==> config.mk <==
export PLATFORM = sky130hd
export DESIGN_NAME = uss_ctrl
export DESIGN_NICKNAME = d
export VERILOG_FILES = /design/src/pkg/uss_pkg.sv /design/src/logic/uss_axil.sv /design/src/logic/uss_ctrl.sv
export VERILOG_INCLUDE_DIRS = /design/src /design/src/pkg
export SDC_FILE = /design/constraint.sdc
export NUM_CORES = 1
export LEC_CHECK = 0
export ABC_AREA = 1
export BUFFER_PORTS_ARGS = -buffer_cell sky130_fd_sc_hd__buf_2
export CAP_MARGIN = 0
export CORE_MARGIN = 4
export CORE_UTILIZATION = 35
export DETAILED_ROUTE_END_ITERATION = 10
export PLACE_DENSITY = 0.59
export SLEW_MARGIN = 25
export SYNTH_ARGS = -nofsm -noshare
export SYNTH_HDL_FRONTEND = slang
export SYNTH_SLANG_ARGS = --single-unit
==> constraint.sdc <==
create_clock -name sys_clk -period 3.1 [get_ports sys_clk]
set_clock_uncertainty 0.2 [all_clocks]
set_input_delay 0.155 -clock sys_clk [delete_from_list [all_inputs] [get_ports sys_clk]]
set_output_delay 0.155 -clock sys_clk [all_outputs]
set_load 0.01 [all_outputs]
==> src/pkg/uss_map.svh <==
// Functional notes
// - Sleep entered only from normal on suspend
// - Resume or enabled wake returns to normal
// - Unconfigured sleeps only in level two
// - Select codes 00,01,10,11; default 10
// - Deconfigure returns select field to 10
// - Select ignored in U1, U2, L1
// - USB or pin reset gives unconfigured normal
// - Level zero wakes on five sources
// - Level zero stops PLLs, oscillator runs
// - LAN wake starts PLL, output clocks
// - Level one behaves as level zero
// - Level two wakes on GPIO only
// - Level three powers down front ends only
// - Level three exits on energy wake terms
// - Level three stores wake and later frames
// - Filter wake frame wakes and is stored
// - Detach enable drops bus and PLLs
// - Link or GPIO restores PLL, ends, attach
// - Detach flag tells reload cause
// - Ready only once PHY operational
`ifndef USS_MAP_SVH
`define USS_MAP_SVH
`define USS_SEL_S0       2'h0
`define USS_SEL_S1       2'h1
`define USS_SEL_S2       2'h2
`define USS_SEL_S3       2'h3
`define USS_SEL_RST      2'h2
`define USS_ADDR_PWR     4'h0
`define USS_ADDR_WAKE    4'h4
`define USS_ADDR_HWCFG   4'h8
`define USS_ADDR_STAT    4'hC
`define USS_AW           4
`define USS_RESP_OKAY    2'h0
`define USS_RESP_SLVERR  2'h2
// Power control fields
`define USS_F_SEL_LO     0
`define USS_F_SEL_HI     1
`define USS_F_RXW_EN     4
`define USS_F_TXW_EN     5
`define USS_F_FILT_EN    6
`define USS_F_LAN_EN     7
`define USS_F_PHY_EN     8
`define USS_F_EEE_EN     9
// Wake enable fields
`define USS_F_GPIO_EN    0
// Hardware config fields
`define USS_F_DET_EN     0
`define USS_F_DET_FLAG   1
`endif

==> src/pkg/uss_pkg.sv <==
package uss_pkg;
   typedef enum logic [2:0] {
      USS_NORM_UNCFG, USS_NORM_CFG, USS_SLEEP, USS_DETACH, USS_REATTACH
   } uss_state_t;

   // Wake sources seen at the device edge
   typedef struct packed {
      logic gpio;
      logic lan;
      logic magic;
      logic link_chg;
      logic eee;
      logic energy_rx;
      logic good_frame;
   } uss_wake_t;

   // Power controls driven out to the analog and clock blocks
   typedef struct packed {
      logic pll_on;
      logic out_clk_on;
      logic afe_usb2_on;
      logic afe_ss_on;
      logic attached;
      logic fifo_store;
      logic phy_reset;
   } uss_pwr_t;
endpackage

==> src/logic/uss_axil.sv <==
`timescale 1ns/1ps
`default_nettype none
`include "uss_map.svh"
// Single-outstanding AXI4-Lite slave; presents one write and one read strobe
module uss_axil
   import uss_pkg::*;
(
   input  wire logic        sys_clk,
   input  wire logic        nrst,
   input  wire logic [3:0]  awaddr,
   input  wire logic        awvalid,
   output logic             awready,
   input  wire logic [31:0] wdata,
   input  wire logic [3:0]  wstrb,
   input  wire logic        wvalid,
   output logic             wready,
   output logic [1:0]       bresp,
   output logic             bvalid,
   input  wire logic        bready,
   input  wire logic [3:0]  araddr,
   input  wire logic        arvalid,
   output logic             arready,
   output logic [31:0]      rdata,
   output logic [1:0]       rresp,
   output logic             rvalid,
   input  wire logic        rready,
   output logic             wr_stb,
   output logic [3:0]       wr_addr,
   output logic [31:0]      wr_data,
   output logic             rd_stb,
   output logic [3:0]       rd_addr,
   input  wire logic [31:0] rd_data,
   input  wire logic        rd_err,
   input  wire logic        wr_err
);
   logic       aw_hold_q;
   logic       w_hold_q;
   logic [3:0] aw_q;
   logic [31:0] wd_q;
   wire aw_take = awvalid && awready;
   wire w_take  = wvalid && wready;
   wire both    = (aw_hold_q || aw_take) && (w_hold_q || w_take);
   wire go_wr   = both && !bvalid;
   wire go_rd   = arvalid && arready;

   assign awready = !aw_hold_q && !bvalid;
   assign wready  = !w_hold_q && !bvalid;
   assign arready = !rvalid;
   assign wr_stb  = go_wr;
   assign wr_addr = aw_take ? awaddr : aw_q;
   // Partial strobes write whole word; registers are control bits only
   assign wr_data = w_take ? wdata : wd_q;
   assign rd_stb  = go_rd;
   assign rd_addr = araddr;

   always_ff @(posedge sys_clk) begin
      if (!nrst) begin
         aw_hold_q <= 1'b0;
         w_hold_q  <= 1'b0;
         aw_q      <= 4'h0;
         wd_q      <= 32'h0;
         bvalid    <= 1'b0;
         bresp     <= 2'h0;
         rvalid    <= 1'b0;
         rresp     <= 2'h0;
         rdata     <= 32'h0;
      end else begin
         if (aw_take) aw_q <= awaddr;
         if (w_take) wd_q <= wdata;
         aw_hold_q <= go_wr ? 1'b0 : (aw_hold_q || aw_take);
         w_hold_q  <= go_wr ? 1'b0 : (w_hold_q || w_take);
         if (go_wr) begin
            bvalid <= 1'b1;
            bresp  <= wr_err ? `USS_RESP_SLVERR : `USS_RESP_OKAY;
         end else if (bready) begin
            bvalid <= 1'b0;
         end
         if (go_rd) begin
            rvalid <= 1'b1;
            rdata  <= rd_data;
            rresp  <= rd_err ? `USS_RESP_SLVERR : `USS_RESP_OKAY;
         end else if (rready) begin
            rvalid <= 1'b0;
         end
      end
   end
   wire unused_ok = &{1'b0, wstrb};
endmodule
`default_nettype wire

==> src/logic/uss_ctrl.sv <==
// Register access over AXI4-Lite and the placing of the registers were chosen for this implementation.
`timescale 1ns/1ps
`default_nettype none
`include "uss_map.svh"
module uss_ctrl
   import uss_pkg::*;
(
   input  wire logic               sys_clk,
   input  wire logic               nrst,
   input  wire logic [3:0]         s_awaddr,
   input  wire logic               s_awvalid,
   output logic                    s_awready,
   input  wire logic [31:0]        s_wdata,
   input  wire logic [3:0]         s_wstrb,
   input  wire logic               s_wvalid,
   output logic                    s_wready,
   output logic [1:0]              s_bresp,
   output logic                    s_bvalid,
   input  wire logic               s_bready,
   input  wire logic [3:0]         s_araddr,
   input  wire logic               s_arvalid,
   output logic                    s_arready,
   output logic [31:0]             s_rdata,
   output logic [1:0]              s_rresp,
   output logic                    s_rvalid,
   input  wire logic               s_rready,
   input  wire logic               usb_suspend,
   input  wire logic               usb_u3,
   input  wire logic               usb_resume,
   input  wire logic               usb_reset,
   input  wire logic               hard_reset,
   input  wire logic               set_config,
   input  wire logic               clr_config,
   input  wire logic               phy_ready,
   input  wire logic               link_up,
   input  wire uss_pkg::uss_wake_t wake_in,
   output uss_pkg::uss_pwr_t       pwr_out,
   output logic                    ready,
   output logic                    remote_wake,
   output logic [2:0]              state_out
);
   import uss_pkg::*;

   ////////////////////////////////////////////////////////////////////////
   // Bus slave
   logic        wr_stb;
   logic [3:0]  wr_addr;
   logic [31:0] wr_data;
   logic        rd_stb;
   logic [3:0]  rd_addr;
   logic [31:0] rd_data;
   wire         rd_err;
   wire         wr_err;

   uss_axil u_bus (
      .sys_clk (sys_clk),
      .nrst    (nrst),
      .awaddr  (s_awaddr),
      .awvalid (s_awvalid),
      .awready (s_awready),
      .wdata   (s_wdata),
      .wstrb   (s_wstrb),
      .wvalid  (s_wvalid),
      .wready  (s_wready),
      .bresp   (s_bresp),
      .bvalid  (s_bvalid),
      .bready  (s_bready),
      .araddr  (s_araddr),
      .arvalid (s_arvalid),
      .arready (s_arready),
      .rdata   (s_rdata),
      .rresp   (s_rresp),
      .rvalid  (s_rvalid),
      .rready  (s_rready),
      .wr_stb  (wr_stb),
      .wr_addr (wr_addr),
      .wr_data (wr_data),
      .rd_stb  (rd_stb),
      .rd_addr (rd_addr),
      .rd_data (rd_data),
      .rd_err  (rd_err),
      .wr_err  (wr_err)
   );

   ////////////////////////////////////////////////////////////////////////
   // Registers
   uss_state_t  st_q;
   uss_state_t  st_d;
   logic        cfg_q;
   logic [1:0]  sel_q;
   logic [1:0]  lvl_q;
   logic        rxw_en_q;
   logic        txw_en_q;
   logic        filt_en_q;
   logic        lan_en_q;
   logic        phy_en_q;
   logic        eee_en_q;
   logic        gpio_en_q;
   logic        det_en_q;
   logic        det_flag_q;
   logic        wake_q;
   logic        susp_q;

   wire sel_pwr   = (wr_addr == `USS_ADDR_PWR);
   wire sel_wake  = (wr_addr == `USS_ADDR_WAKE);
   wire sel_hw    = (wr_addr == `USS_ADDR_HWCFG);
   wire wr_pwr    = wr_stb && sel_pwr;
   wire wr_wake   = wr_stb && sel_wake;
   wire wr_hw     = wr_stb && sel_hw;
   assign wr_err  = !(sel_pwr || sel_wake || sel_hw);
   assign rd_err  = !(rd_addr == `USS_ADDR_PWR || rd_addr == `USS_ADDR_WAKE
                   || rd_addr == `USS_ADDR_HWCFG || rd_addr == `USS_ADDR_STAT);

   wire [31:0] pwr_word = {22'h0, eee_en_q, phy_en_q, lan_en_q, filt_en_q,
                           txw_en_q, rxw_en_q, 2'h0, sel_q};
   wire [31:0] hw_word  = {30'h0, det_flag_q, det_en_q};
   wire [31:0] st_word  = {25'h0, ready, cfg_q, lvl_q, st_q};
   assign rd_data = (rd_addr == `USS_ADDR_PWR)   ? pwr_word :
                    (rd_addr == `USS_ADDR_WAKE)  ? {31'h0, gpio_en_q} :
                    (rd_addr == `USS_ADDR_HWCFG) ? hw_word :
                    (rd_addr == `USS_ADDR_STAT)  ? st_word : 32'h0;

   ////////////////////////////////////////////////////////////////////////
   // Sleep entry and wake decode
   // Suspend is a level; entry only on its rising edge keeps a held
   // suspend from re-entering sleep right after a wake
   wire susp_lvl  = usb_suspend || usb_u3;
   wire susp_rise = susp_lvl && !susp_q;
   wire in_norm   = (st_q == USS_NORM_UNCFG) || (st_q == USS_NORM_CFG);
   wire any_rst   = usb_reset || hard_reset;
   // Unconfigured forces level two
   wire [1:0] ent_lvl = cfg_q ? sel_q : `USS_SEL_S2;

   wire lvl01 = (lvl_q == `USS_SEL_S0) || (lvl_q == `USS_SEL_S1);
   wire w01 = (gpio_en_q && wake_in.gpio)
           || (lan_en_q && (wake_in.lan || wake_in.magic))
           || (phy_en_q && wake_in.link_chg)
           || (eee_en_q && wake_in.eee);
   wire w2  = gpio_en_q && wake_in.gpio;
   wire w3  = (gpio_en_q && wake_in.gpio)
           || (lan_en_q && (wake_in.lan || wake_in.magic))
           || (phy_en_q && wake_in.link_chg)
           || (rxw_en_q && wake_in.energy_rx) || txw_en_q
           || (filt_en_q && wake_in.good_frame);
   wire wake_hit = lvl01 ? w01 :
                   (lvl_q == `USS_SEL_S2) ? w2 : w3;
   wire det_wake = link_up || (gpio_en_q && wake_in.gpio);

   always_comb begin
      st_d = st_q;
      unique case (st_q)
         USS_NORM_UNCFG,
         USS_NORM_CFG: begin
            if (det_en_q)
               st_d = USS_DETACH;
            else if (susp_rise)
               st_d = USS_SLEEP;
            else if (set_config)
               st_d = USS_NORM_CFG;
            else if (clr_config)
               st_d = USS_NORM_UNCFG;
         end
         USS_SLEEP: begin
            if (usb_resume || wake_hit)
               st_d = cfg_q ? USS_NORM_CFG : USS_NORM_UNCFG;
         end
         USS_DETACH: begin
            if (det_wake)
               st_d = USS_REATTACH;
         end
         USS_REATTACH: st_d = USS_NORM_UNCFG;
      endcase
   end

   ////////////////////////////////////////////////////////////////////////
   // State and control registers
   always_ff @(posedge sys_clk) begin
      if (!nrst || any_rst) begin
         st_q   <= USS_NORM_UNCFG;
         cfg_q  <= 1'b0;
         sel_q  <= `USS_SEL_RST;
         lvl_q  <= `USS_SEL_RST;
         susp_q <= 1'b0;
         wake_q <= 1'b0;
      end else begin
         st_q   <= st_d;
         susp_q <= susp_lvl;
         wake_q <= (st_q == USS_SLEEP) && (st_d != USS_SLEEP) && !usb_resume;
         if (in_norm && st_d == USS_SLEEP)
            lvl_q <= ent_lvl;
         if (st_d == USS_NORM_CFG)
            cfg_q <= 1'b1;
         else if (st_d == USS_NORM_UNCFG)
            cfg_q <= 1'b0;
         if (in_norm && clr_config)
            sel_q <= `USS_SEL_RST;
         else if (wr_pwr)
            sel_q <= wr_data[`USS_F_SEL_HI:`USS_F_SEL_LO];
      end
   end

   // Enables do not survive a USB reset; nrst, pin reset and bus reset all clear them
   always_ff @(posedge sys_clk) begin
      if (!nrst || any_rst) begin
         rxw_en_q  <= 1'b0;
         txw_en_q  <= 1'b0;
         filt_en_q <= 1'b0;
         lan_en_q  <= 1'b0;
         phy_en_q  <= 1'b0;
         eee_en_q  <= 1'b0;
         gpio_en_q <= 1'b0;
         det_en_q  <= 1'b0;
      end else begin
         if (wr_pwr) begin
            rxw_en_q  <= wr_data[`USS_F_RXW_EN];
            txw_en_q  <= wr_data[`USS_F_TXW_EN];
            filt_en_q <= wr_data[`USS_F_FILT_EN];
            lan_en_q  <= wr_data[`USS_F_LAN_EN];
            phy_en_q  <= wr_data[`USS_F_PHY_EN];
            eee_en_q  <= wr_data[`USS_F_EEE_EN];
         end
         if (wr_wake)
            gpio_en_q <= wr_data[`USS_F_GPIO_EN];
         // Enable self-clears once detached so a reload starts clean
         if (st_q == USS_DETACH)
            det_en_q <= 1'b0;
         else if (wr_hw)
            det_en_q <= wr_data[`USS_F_DET_EN];
      end
   end

   // Flag survives USB reset so the reloaded driver can read it
   always_ff @(posedge sys_clk) begin
      if (!nrst || hard_reset) begin
         det_flag_q <= 1'b0;
      end else if (st_q == USS_REATTACH) begin
         det_flag_q <= 1'b1;
      end else if (wr_hw && wr_data[`USS_F_DET_FLAG]) begin
         det_flag_q <= 1'b0;
      end
   end

   ////////////////////////////////////////////////////////////////////////
   // Power outputs
   wire sleeping = (st_d == USS_SLEEP);
   wire lvl_nx   = (in_norm && st_d == USS_SLEEP) ? 1'b1 : 1'b0;
   wire [1:0] lv = lvl_nx ? ent_lvl : lvl_q;
   wire lv3      = (lv == `USS_SEL_S3);
   wire detached = (st_d == USS_DETACH);
   uss_pwr_t pwr_d;

   always_comb begin
      pwr_d             = '0;
      // Level three keeps clocks; zero, one and two stop the PLLs
      pwr_d.pll_on      = !detached && (!sleeping || lv3);
      pwr_d.out_clk_on  = !detached && (!sleeping || lv3);
      pwr_d.afe_usb2_on = !detached && !sleeping;
      pwr_d.afe_ss_on   = !detached && !sleeping;
      pwr_d.attached    = !detached;
      pwr_d.fifo_store  = sleeping && lv3;
      pwr_d.phy_reset   = (st_d == USS_NORM_UNCFG)
                       || (sleeping && !cfg_q);
   end

   always_ff @(posedge sys_clk) begin
      if (!nrst || any_rst) begin
         pwr_out     <= '0;
         ready       <= 1'b0;
         remote_wake <= 1'b0;
         state_out   <= 3'h0;
      end else begin
         pwr_out     <= pwr_d;
         ready       <= (st_d == USS_NORM_CFG) && phy_ready;
         remote_wake <= wake_q;
         state_out   <= st_d;
      end
   end
endmodule
`default_nettype wire

==> results of run 1 <==
## worst max path at each step
stage | startpoint | end | slack, ns | depth (start not counted)
3_5_place_dp | nrst | sel_q[0] | 0.89 | 9
2_1_floorplan | u_bus.bvalid | txw_en_q | 1.16 | 12
5_1_grt | hard_reset | sel_q[0] | 0.66 | 9
6_report | usb_suspend | pwr_out[5] | 0.91 | 14
4_1_cts | hard_reset | sel_q[0] | 0.91 | 9
3_3_place_gp | nrst | sel_q[0] | 0.91 | 9
## cells in the mapped netlist (all sizes together) (2+ instances only)
master	instances
dfxtp	54
o21ai	19
clkbuf	4
o211ai	2
or2	8
nand4	4
nand2	56
a41oi	2
buf	28
nor3	4
nand3	12
a21oi	14
mux2i	9
a211oi	7
nor2	55
o221ai	2
inv	42
## logic make-up (layout without fill, tap and decap cells)
| family | Yosys count | after routing | synth area share (%) |
|---|---|---|---|
| multiplexers | 9 | 9 | 3.58 |
| AND/OR/NAND/NOR | 140 | 140 | 24.9 |
| buffers and inverters | 75 | 141 | 15.9 |
| flip-flops | 54 | 54 | 42.9 |
| other | 1 | 24 | 0.149 |
| AO/OA/AOI/OAI | 49 | 49 | 12.5 |
## registers in the layout (all words and copies together), names as in the netlist, 2 cells and up
signal and cells:
sel_q 2, u_bus.rdata 10, lvl_q 2, u_bus.aw_q 4, state_out 3, u_bus.wd_q 8
pwr_out 5
## worst max-delay path, delay by kind of cell
kind                   cells  cell delay [ns]
buffers and inverters      3             0.65
and+or+nand+nor           10             1.30
AOI/OAI and AO/OA          1             0.09
## stage by stage
step	cell area, sq um	std cells
3_5_place_dp	2830	483
4_1_cts	3150	513
3_3_place_gp	2830	483
5_1_grt	3150	513
2_1_floorplan	2610	351
6_report	3150	513
## power by group
part           total (mW)  switching (mW)  internal (mW)
Clock               0.402           0.221          0.181
Combinational       0.349           0.212          0.137
Sequential          0.762          0.0221          0.740
## final cells by class
type	count	area [sq um]	share of cell area (%)
repair buffers	90	563	17.9
clock buffers	7	86.3	2.74
multi-input cells	222	1120	35.7
well taps	96	120	3.82
clock inverters	1	5.00	0.159
inverters	43	166	5.29
flip-flops and latches	54	1080	34.4
## metal layers
metal  wire [um]  share of wire, %  up-vias  track usage, %
met5           0                 0        -               0
met4          93               1.6        0            5.25
met3         381               6.5        7            3.49
met2        2720                46       71            23.3
met1        2710                46      999            17.7
li1            -                 -     1176               -
## what timing repair did
item                                    CTS  global route
hold endpoints to repair                 21             0
hold buffers                             22             0
endpoints found under the setup margin    0             0
==> impl_results.md, run 1 <==
* Outcome: completed
* Gate Count Post-Synth at 328
* IO buf count at 67
* Filler Cell Count at 728
* Min-delay src: nrst
* Row cnt at 30
* Largest stage delay, worst path at 0.52 ns
* Hold slack at 0.0158 ns
* Via Count at 2,253
* Initial antenna violation count at 0
* Max Buffers Root-to-Sink at 2
* Most frequent cells in the layout: buf_2, dfxtp_1, nand2_1
* Post-synth EDFFs at 0
* Post-CTS Setup Repair Bufs at 0
* Max-slew violation count at 0
* Area grow syn2layout at 24.9%
* Flops & latches, synth at 54
* Latest clock arrival within the worst-skew pair at 0.31 ns
* Detailed placement HPWL at 4550 um
* Diodes inserted at 0
* Overall Power at 1.51 mW
* Synth area leader: dfxtp_1
* Critical Path RT at 3.11 ns
* Max Cap Violations at 0
* CP Capture Type: flip-flop
* CP arrival at 2.20 ns
* Maximum VDD drop at 174 uV
* Worst Hold Path EP: u_bus.rvalid
* Setup TNS at 0 ns
* Clock root buffer: clkbuf_8
* Largest net degree at the start of global routing at 24
* Share of the clock period used by the worst path at 70.5%
* Worst rel slew slack at 53.3%
* Gpl congestion at 0.814
* Synth top area share at 42.9%
* Final Core Density at 45.5%
* R2R Path Start: state_out[1]
* Number of global-route vias before repair at 2,177
* Class of the worst hold path: in -> reg
* Final ANT Viol Nets at 0
* Num CTS Buffers at 5
* Post-CTS sizing at 0
* Dpl ws at 0.890 ns
* Remaining global-route overflow at 0
* Final net count at 483
* Reg2reg setup slack at 1.00 ns
* Fin crit period at 2.19 ns
* # setup viols final at 0
* Clock slew at reported path FFs at 0.10 ns
* Most common cell after layout, fill and taps aside: buf_2
* Actual slew at the worst max-slew pin at 0.696 ns
* Post-route setup slack at 0.915 ns
* Critical path cell sequence: dlygate4sd3_1 > buf_2 > nor2_1 > or2_2 > nand2_1 > inv_1 > o311ai_0 > nand2_1 > nor2_1 > nand3_1 > nand2_1 > nand2_1 > nand3_1 > nand2_1
* First-pass GRT wire length at 9840 um
* Crit path launch type: primary input
* Power Density at 481 nW/um^2
* RSZ-0062 raised after global routing: no
* Most used cell, CP: nand2_1
* Htree depth at 2
* Seq/Total Area, Yosys at 42.9%
* Post-synthesis cell area at 2520 sq um
* Syn Area/Cell at 7.68 sq um
* Starting Density at 36.5%
* CP Max Fanout at 4
* Drt total wl at 5910 um
* Cell count of the worst reg-to-reg path at 13
* Crit-path slowest cell: dlygate4sd3_1
* Hold depth at 2
* Die H at 92.8 um
* GRT Resource Usage Total at 14.1%
* Fmax at 458 MHz
* Drt pass-1 iters at 4
* Synth area leaders: dfxtp_1, nand2_1, buf_4
* CP Class: in -> reg
* DR DRC count at 0
* Core area at 6910 sq um
* Ys flop type: dfxtp_1
* Die width at 92.8 um
* I/O Pins at 120
* Vias per std cell at 4.39
* Final Hold Viols at 0
* DR WL/cell at 11.5 um
* Leak Pwr at 1.56 nW
* DIE AREA at 8620 sq um
* Fraction of layout cells with a size suffix above 1 at 24.2%
* Fraction of registers with async set/reset at 0%
* Drt initial violations at 54
* Netlist cell types at 34
* Ys Warns at 0
* CTS tree: built
* CTS sink count at 54
* Reg-to-Reg End: pwr_out[5]
(Power assumes the default switching activity.)
==> run 2: changes to the inputs <==
--- a/config.mk
+++ b/config.mk
@@ -6,7 +6,7 @@
 export SDC_FILE = /design/constraint.sdc
 export NUM_CORES = 1
 export LEC_CHECK = 0
-export ABC_AREA = 1
+export ABC_AREA = 0
 export BUFFER_PORTS_ARGS = -buffer_cell sky130_fd_sc_hd__buf_2
 export CAP_MARGIN = 0
 export CORE_MARGIN = 4
==> constraint.sdc (replaced) <==
create_clock -name sys_clk -period 2.15 [get_ports sys_clk]
set_clock_uncertainty 0.2 [all_clocks]
set_input_delay 0.1075 -clock sys_clk [delete_from_list [all_inputs] [get_ports sys_clk]]
set_output_delay 0.1075 -clock sys_clk [all_outputs]
set_load 0.01 [all_outputs]
==> impl_results.md, run 2 <==
* Outcome: completed
* Latest clock arrival within the worst-skew pair at 0.31 ns (about the same)
* P_sw at 0.544 mW (+19%)
* Largest registers: u_bus.rdata x10, u_bus.wd_q x8, pwr_out x5
* Filler Cell Count at 698 (-4.1%)
* CTS tree: built
* Met2 wire length at 2820 um (+3.6%)
* DR WL/cell at 12.8 um (+12%)
* Starting Density at 36.3% (-0.19 points)
* Drt initial violations at 103 (+91%)
* Num CTS Buffers at 5 (unchanged)
* Seq pwr share at 53.4% (+3.0 points)
* Post-CTS Setup Repair Bufs at 0 (unchanged)
* Actual slew at the worst max-slew pin at 0.525 ns (-0.170 ns)
* Area grow syn2layout at 30.5%
* Initial antenna violation count at 0 (unchanged)
* Synth top area share at 43.6% (+0.69 points)
* Final ANT Viol Nets at 0 (unchanged)
* Via Count at 2,213 (-1.8%)
* Core area at 6830 sq um (-1.1%)
* Post-DP Area at 2910 sq um (+2.8%)
* Biggest register: u_bus.rdata
* Die H at 92.2 um (-0.73%)
* CP delay by family, top: buffers and inverters
* Non-filler instance count after layout at 472 (-8.0%)
* Max Used Layer: met4
* CP Class: in -> reg
* Critical path cell sequence: dlygate4sd3_1 > buf_2 > a21oi_1 > nand4_1 > or2_0 > a32o_2 > buf_4 > nor3_2 > and3_1
* Met1 WL at 2780 um (+2.4%)
* Clock slew at reported path FFs at 0.10 ns (about the same)
* Crit path launch type: primary input
* Gate Count Post-Synth at 274 (-16%)
* Dpl cells at 443 (-8.3%)
* Htree depth at 2 (unchanged)
* Row cnt at 30 (unchanged)
* DR DRC count at 0 (unchanged)
* Flops & latches, synth at 54 (unchanged)
* Maximum VDD drop at 245 uV (+41%)
* Most common cell after layout, fill and taps aside: buf_2
* Max FFs per register at 10 (unchanged)
* Pint at 1.45 mW (+37%)
* Diodes inserted at 0 (unchanged)
* Leak Pwr at 1.44 nW (-7.9%)
* Post-synth EDFFs at 0 (unchanged)
* Netlist cell types at 43 (+26%)
* I/O Pins at 120 (unchanged)
* Class of the worst hold path: in -> reg
* Dpl ws at 0.0643 ns (-0.826 ns)
* Final net count at 442 (-8.5%)
* Setup TNS at 0 ns (unchanged)
* Post-route setup slack at 0.102 ns (-0.813 ns)
* Vias per std cell at 4.69 (+6.8%)
* Share of the clock period used by the worst path at 95.3%
* Syn Area/Cell at 9.05 sq um (+18%)
* R2R Path Start: state_out[2]
* CP arrival at 2.10 ns (-0.10 ns)
* Clock share of power at 28.1% (+1.5 points)
* Synth area leaders: dfxtp_1, buf_4, mux2i_1
* Fmax at 488 MHz
* Detailed placement HPWL at 4650 um (+2.3%)
* WP buf/inv at 3 (unchanged)
* Ys flop type: dfxtp_1
* CP Max Fanout at 7 (+3)
* Die width at 92.2 um (-0.73%)
* # setup viols final at 0 (unchanged)
* Max Buffers Root-to-Sink at 2 (unchanged)
* Final Hold Viols at 0 (unchanged)
* Synth cell count leaders: dfxtp_1, nor2_1, buf_4
* Synth area leader: dfxtp_1
* Design area at 3230 sq um (+2.8%)
* GRT Resource Usage Total at 14.3% (+0.21 points)
* Critical Path RT at 2.20 ns (-0.91 ns)
* Min-delay src: nrst
* CTS sink count at 54 (unchanged)
* DIE AREA at 8490 sq um (-1.4%)
* Wire length on met3 at 339 um (-11%)
* Count leader, synth: dfxtp_1
* Worst rel slew slack at 64.9% (+12 points)
* First-pass GRT wire length at 9870 um (+0.28%)
* Seq/Total Area, Yosys at 43.6% (+0.69 points)
* Crit. Startpoint: usb_resume
* Remaining global-route overflow at 0 (unchanged)
* Post-synthesis cell area at 2480 sq um (-1.6%)
* Sw Ratio at 27.3% (-2.8 points)
* Largest net degree at the start of global routing at 28 (+17%)
* Most frequent cells in the layout: buf_2, dfxtp_1, nor2_1
* Clock root buffer: clkbuf_8
* Fraction of registers with async set/reset at 0% (unchanged)
* Final Core Density at 47.3% (+1.8 points)
* Max-slew violation count at 0 (unchanged)
* CP Capture Type: flip-flop
* Gpl congestion at 0.798 (-1.9%)
* Ys Warns at 0 (unchanged)
* Largest stage delay, worst path at 0.53 ns (about the same)
* Power Density at 615 nW/um^2 (+28%)
* IO buf count at 67 (unchanged)
* Crit-path slowest cell: dlygate4sd3_1
* Fin crit period at 2.05 ns
* Number of global-route vias before repair at 2,094 (-3.8%)
* Fraction of layout cells with a size suffix above 1 at 27.7% (+3.4 points)
* Gate power share at 18.5% (-4.6 points)
* Drt pass-1 iters at 4 (unchanged)
* Drt total wl at 6060 um (+2.7%)
* Max Cap Violations at 0 (unchanged)
## run 2: cell count changes in the layout (fill, tap and decap cells not counted), sizes merged, moves of 7 or more
cell   previous run  this run
nor2b             0        15
o21ai            19         9
mux2i             9        16
nand2            56        20
inv              42         5
nor2             55        32
buf              68        83
nor3b             0         7
## run 2: area by class of cell
type / count / area (sq um) / share of cell area (%)
multi-input combinational: 205 / 1260 / 39.0
sequential: 54 / 1080 / 33.4
timing repair buffer: 104 / 666 / 20.6
tap: 96 / 120 / 3.71
clock buffer: 6 / 72.6 / 2.24
inverter: 5 / 18.8 / 0.580
clock inverter: 2 / 13.8 / 0.426
## run 2: power by group through the flow
stage	clock [mW]	combinational, mW	sequential (mW)
after CTS	0.576	0.364	1.06
after global routing	0.624	0.408	1.07
after detailed placement	0	0.333	1.09
final	0.559	0.369	1.06
after floorplan	0	0.231	1.09
after global placement	0	0.330	1.08
## run 2: cells by family after synthesis
kind of cell	Yosys count	share of synthesized area, %
compound gates	50	14.4
buf+inv	38	9.89
flops	54	43.6
mux	19	8.28
other cells	1	0.151
simple gates	112	23.7
## run 2: stage by stage
stage | hold WS [ns] | power (mW)
after floorplan | -0.0157 | 1.32
after CTS | 0.00430 | 2.00
after global placement | 0.111 | 1.41
after detailed placement | 0.109 | 1.42
after global routing | 0.00904 | 2.10
final | 0.00175 | 1.99
## run 2: final timing paths
kind	endpoint	slack, ns	depth (start not counted)
hold / removal	det_flag_q	0.002	3
setup reg to reg	pwr_out[1]	0.11	7
setup / recovery	pwr_out[1]	0.10	9
hold reg to reg	remote_wake	0.23	1
## run 2: worst min-delay path: cells and delay by family
family                 cells  cell delay [ns]
and+or+nand+nor            1             0.09
buffers and inverters      1             0.11
AOI/OAI and AO/OA          1             0.16
## run 2: per-layer routing
layer / track usage, % / vias up
met5: 0 / -
met4: 5.07 / 0
met3: 3.36 / 11
met2: 23.8 / 69
met1: 18.0 / 1023
li1: - / 1110
## run 2: what timing repair did
item,CTS,global route
hold endpoints to repair,23,0
hold buffers,21,0
gates resized for setup,0,5
endpoints found under the setup margin,0,6
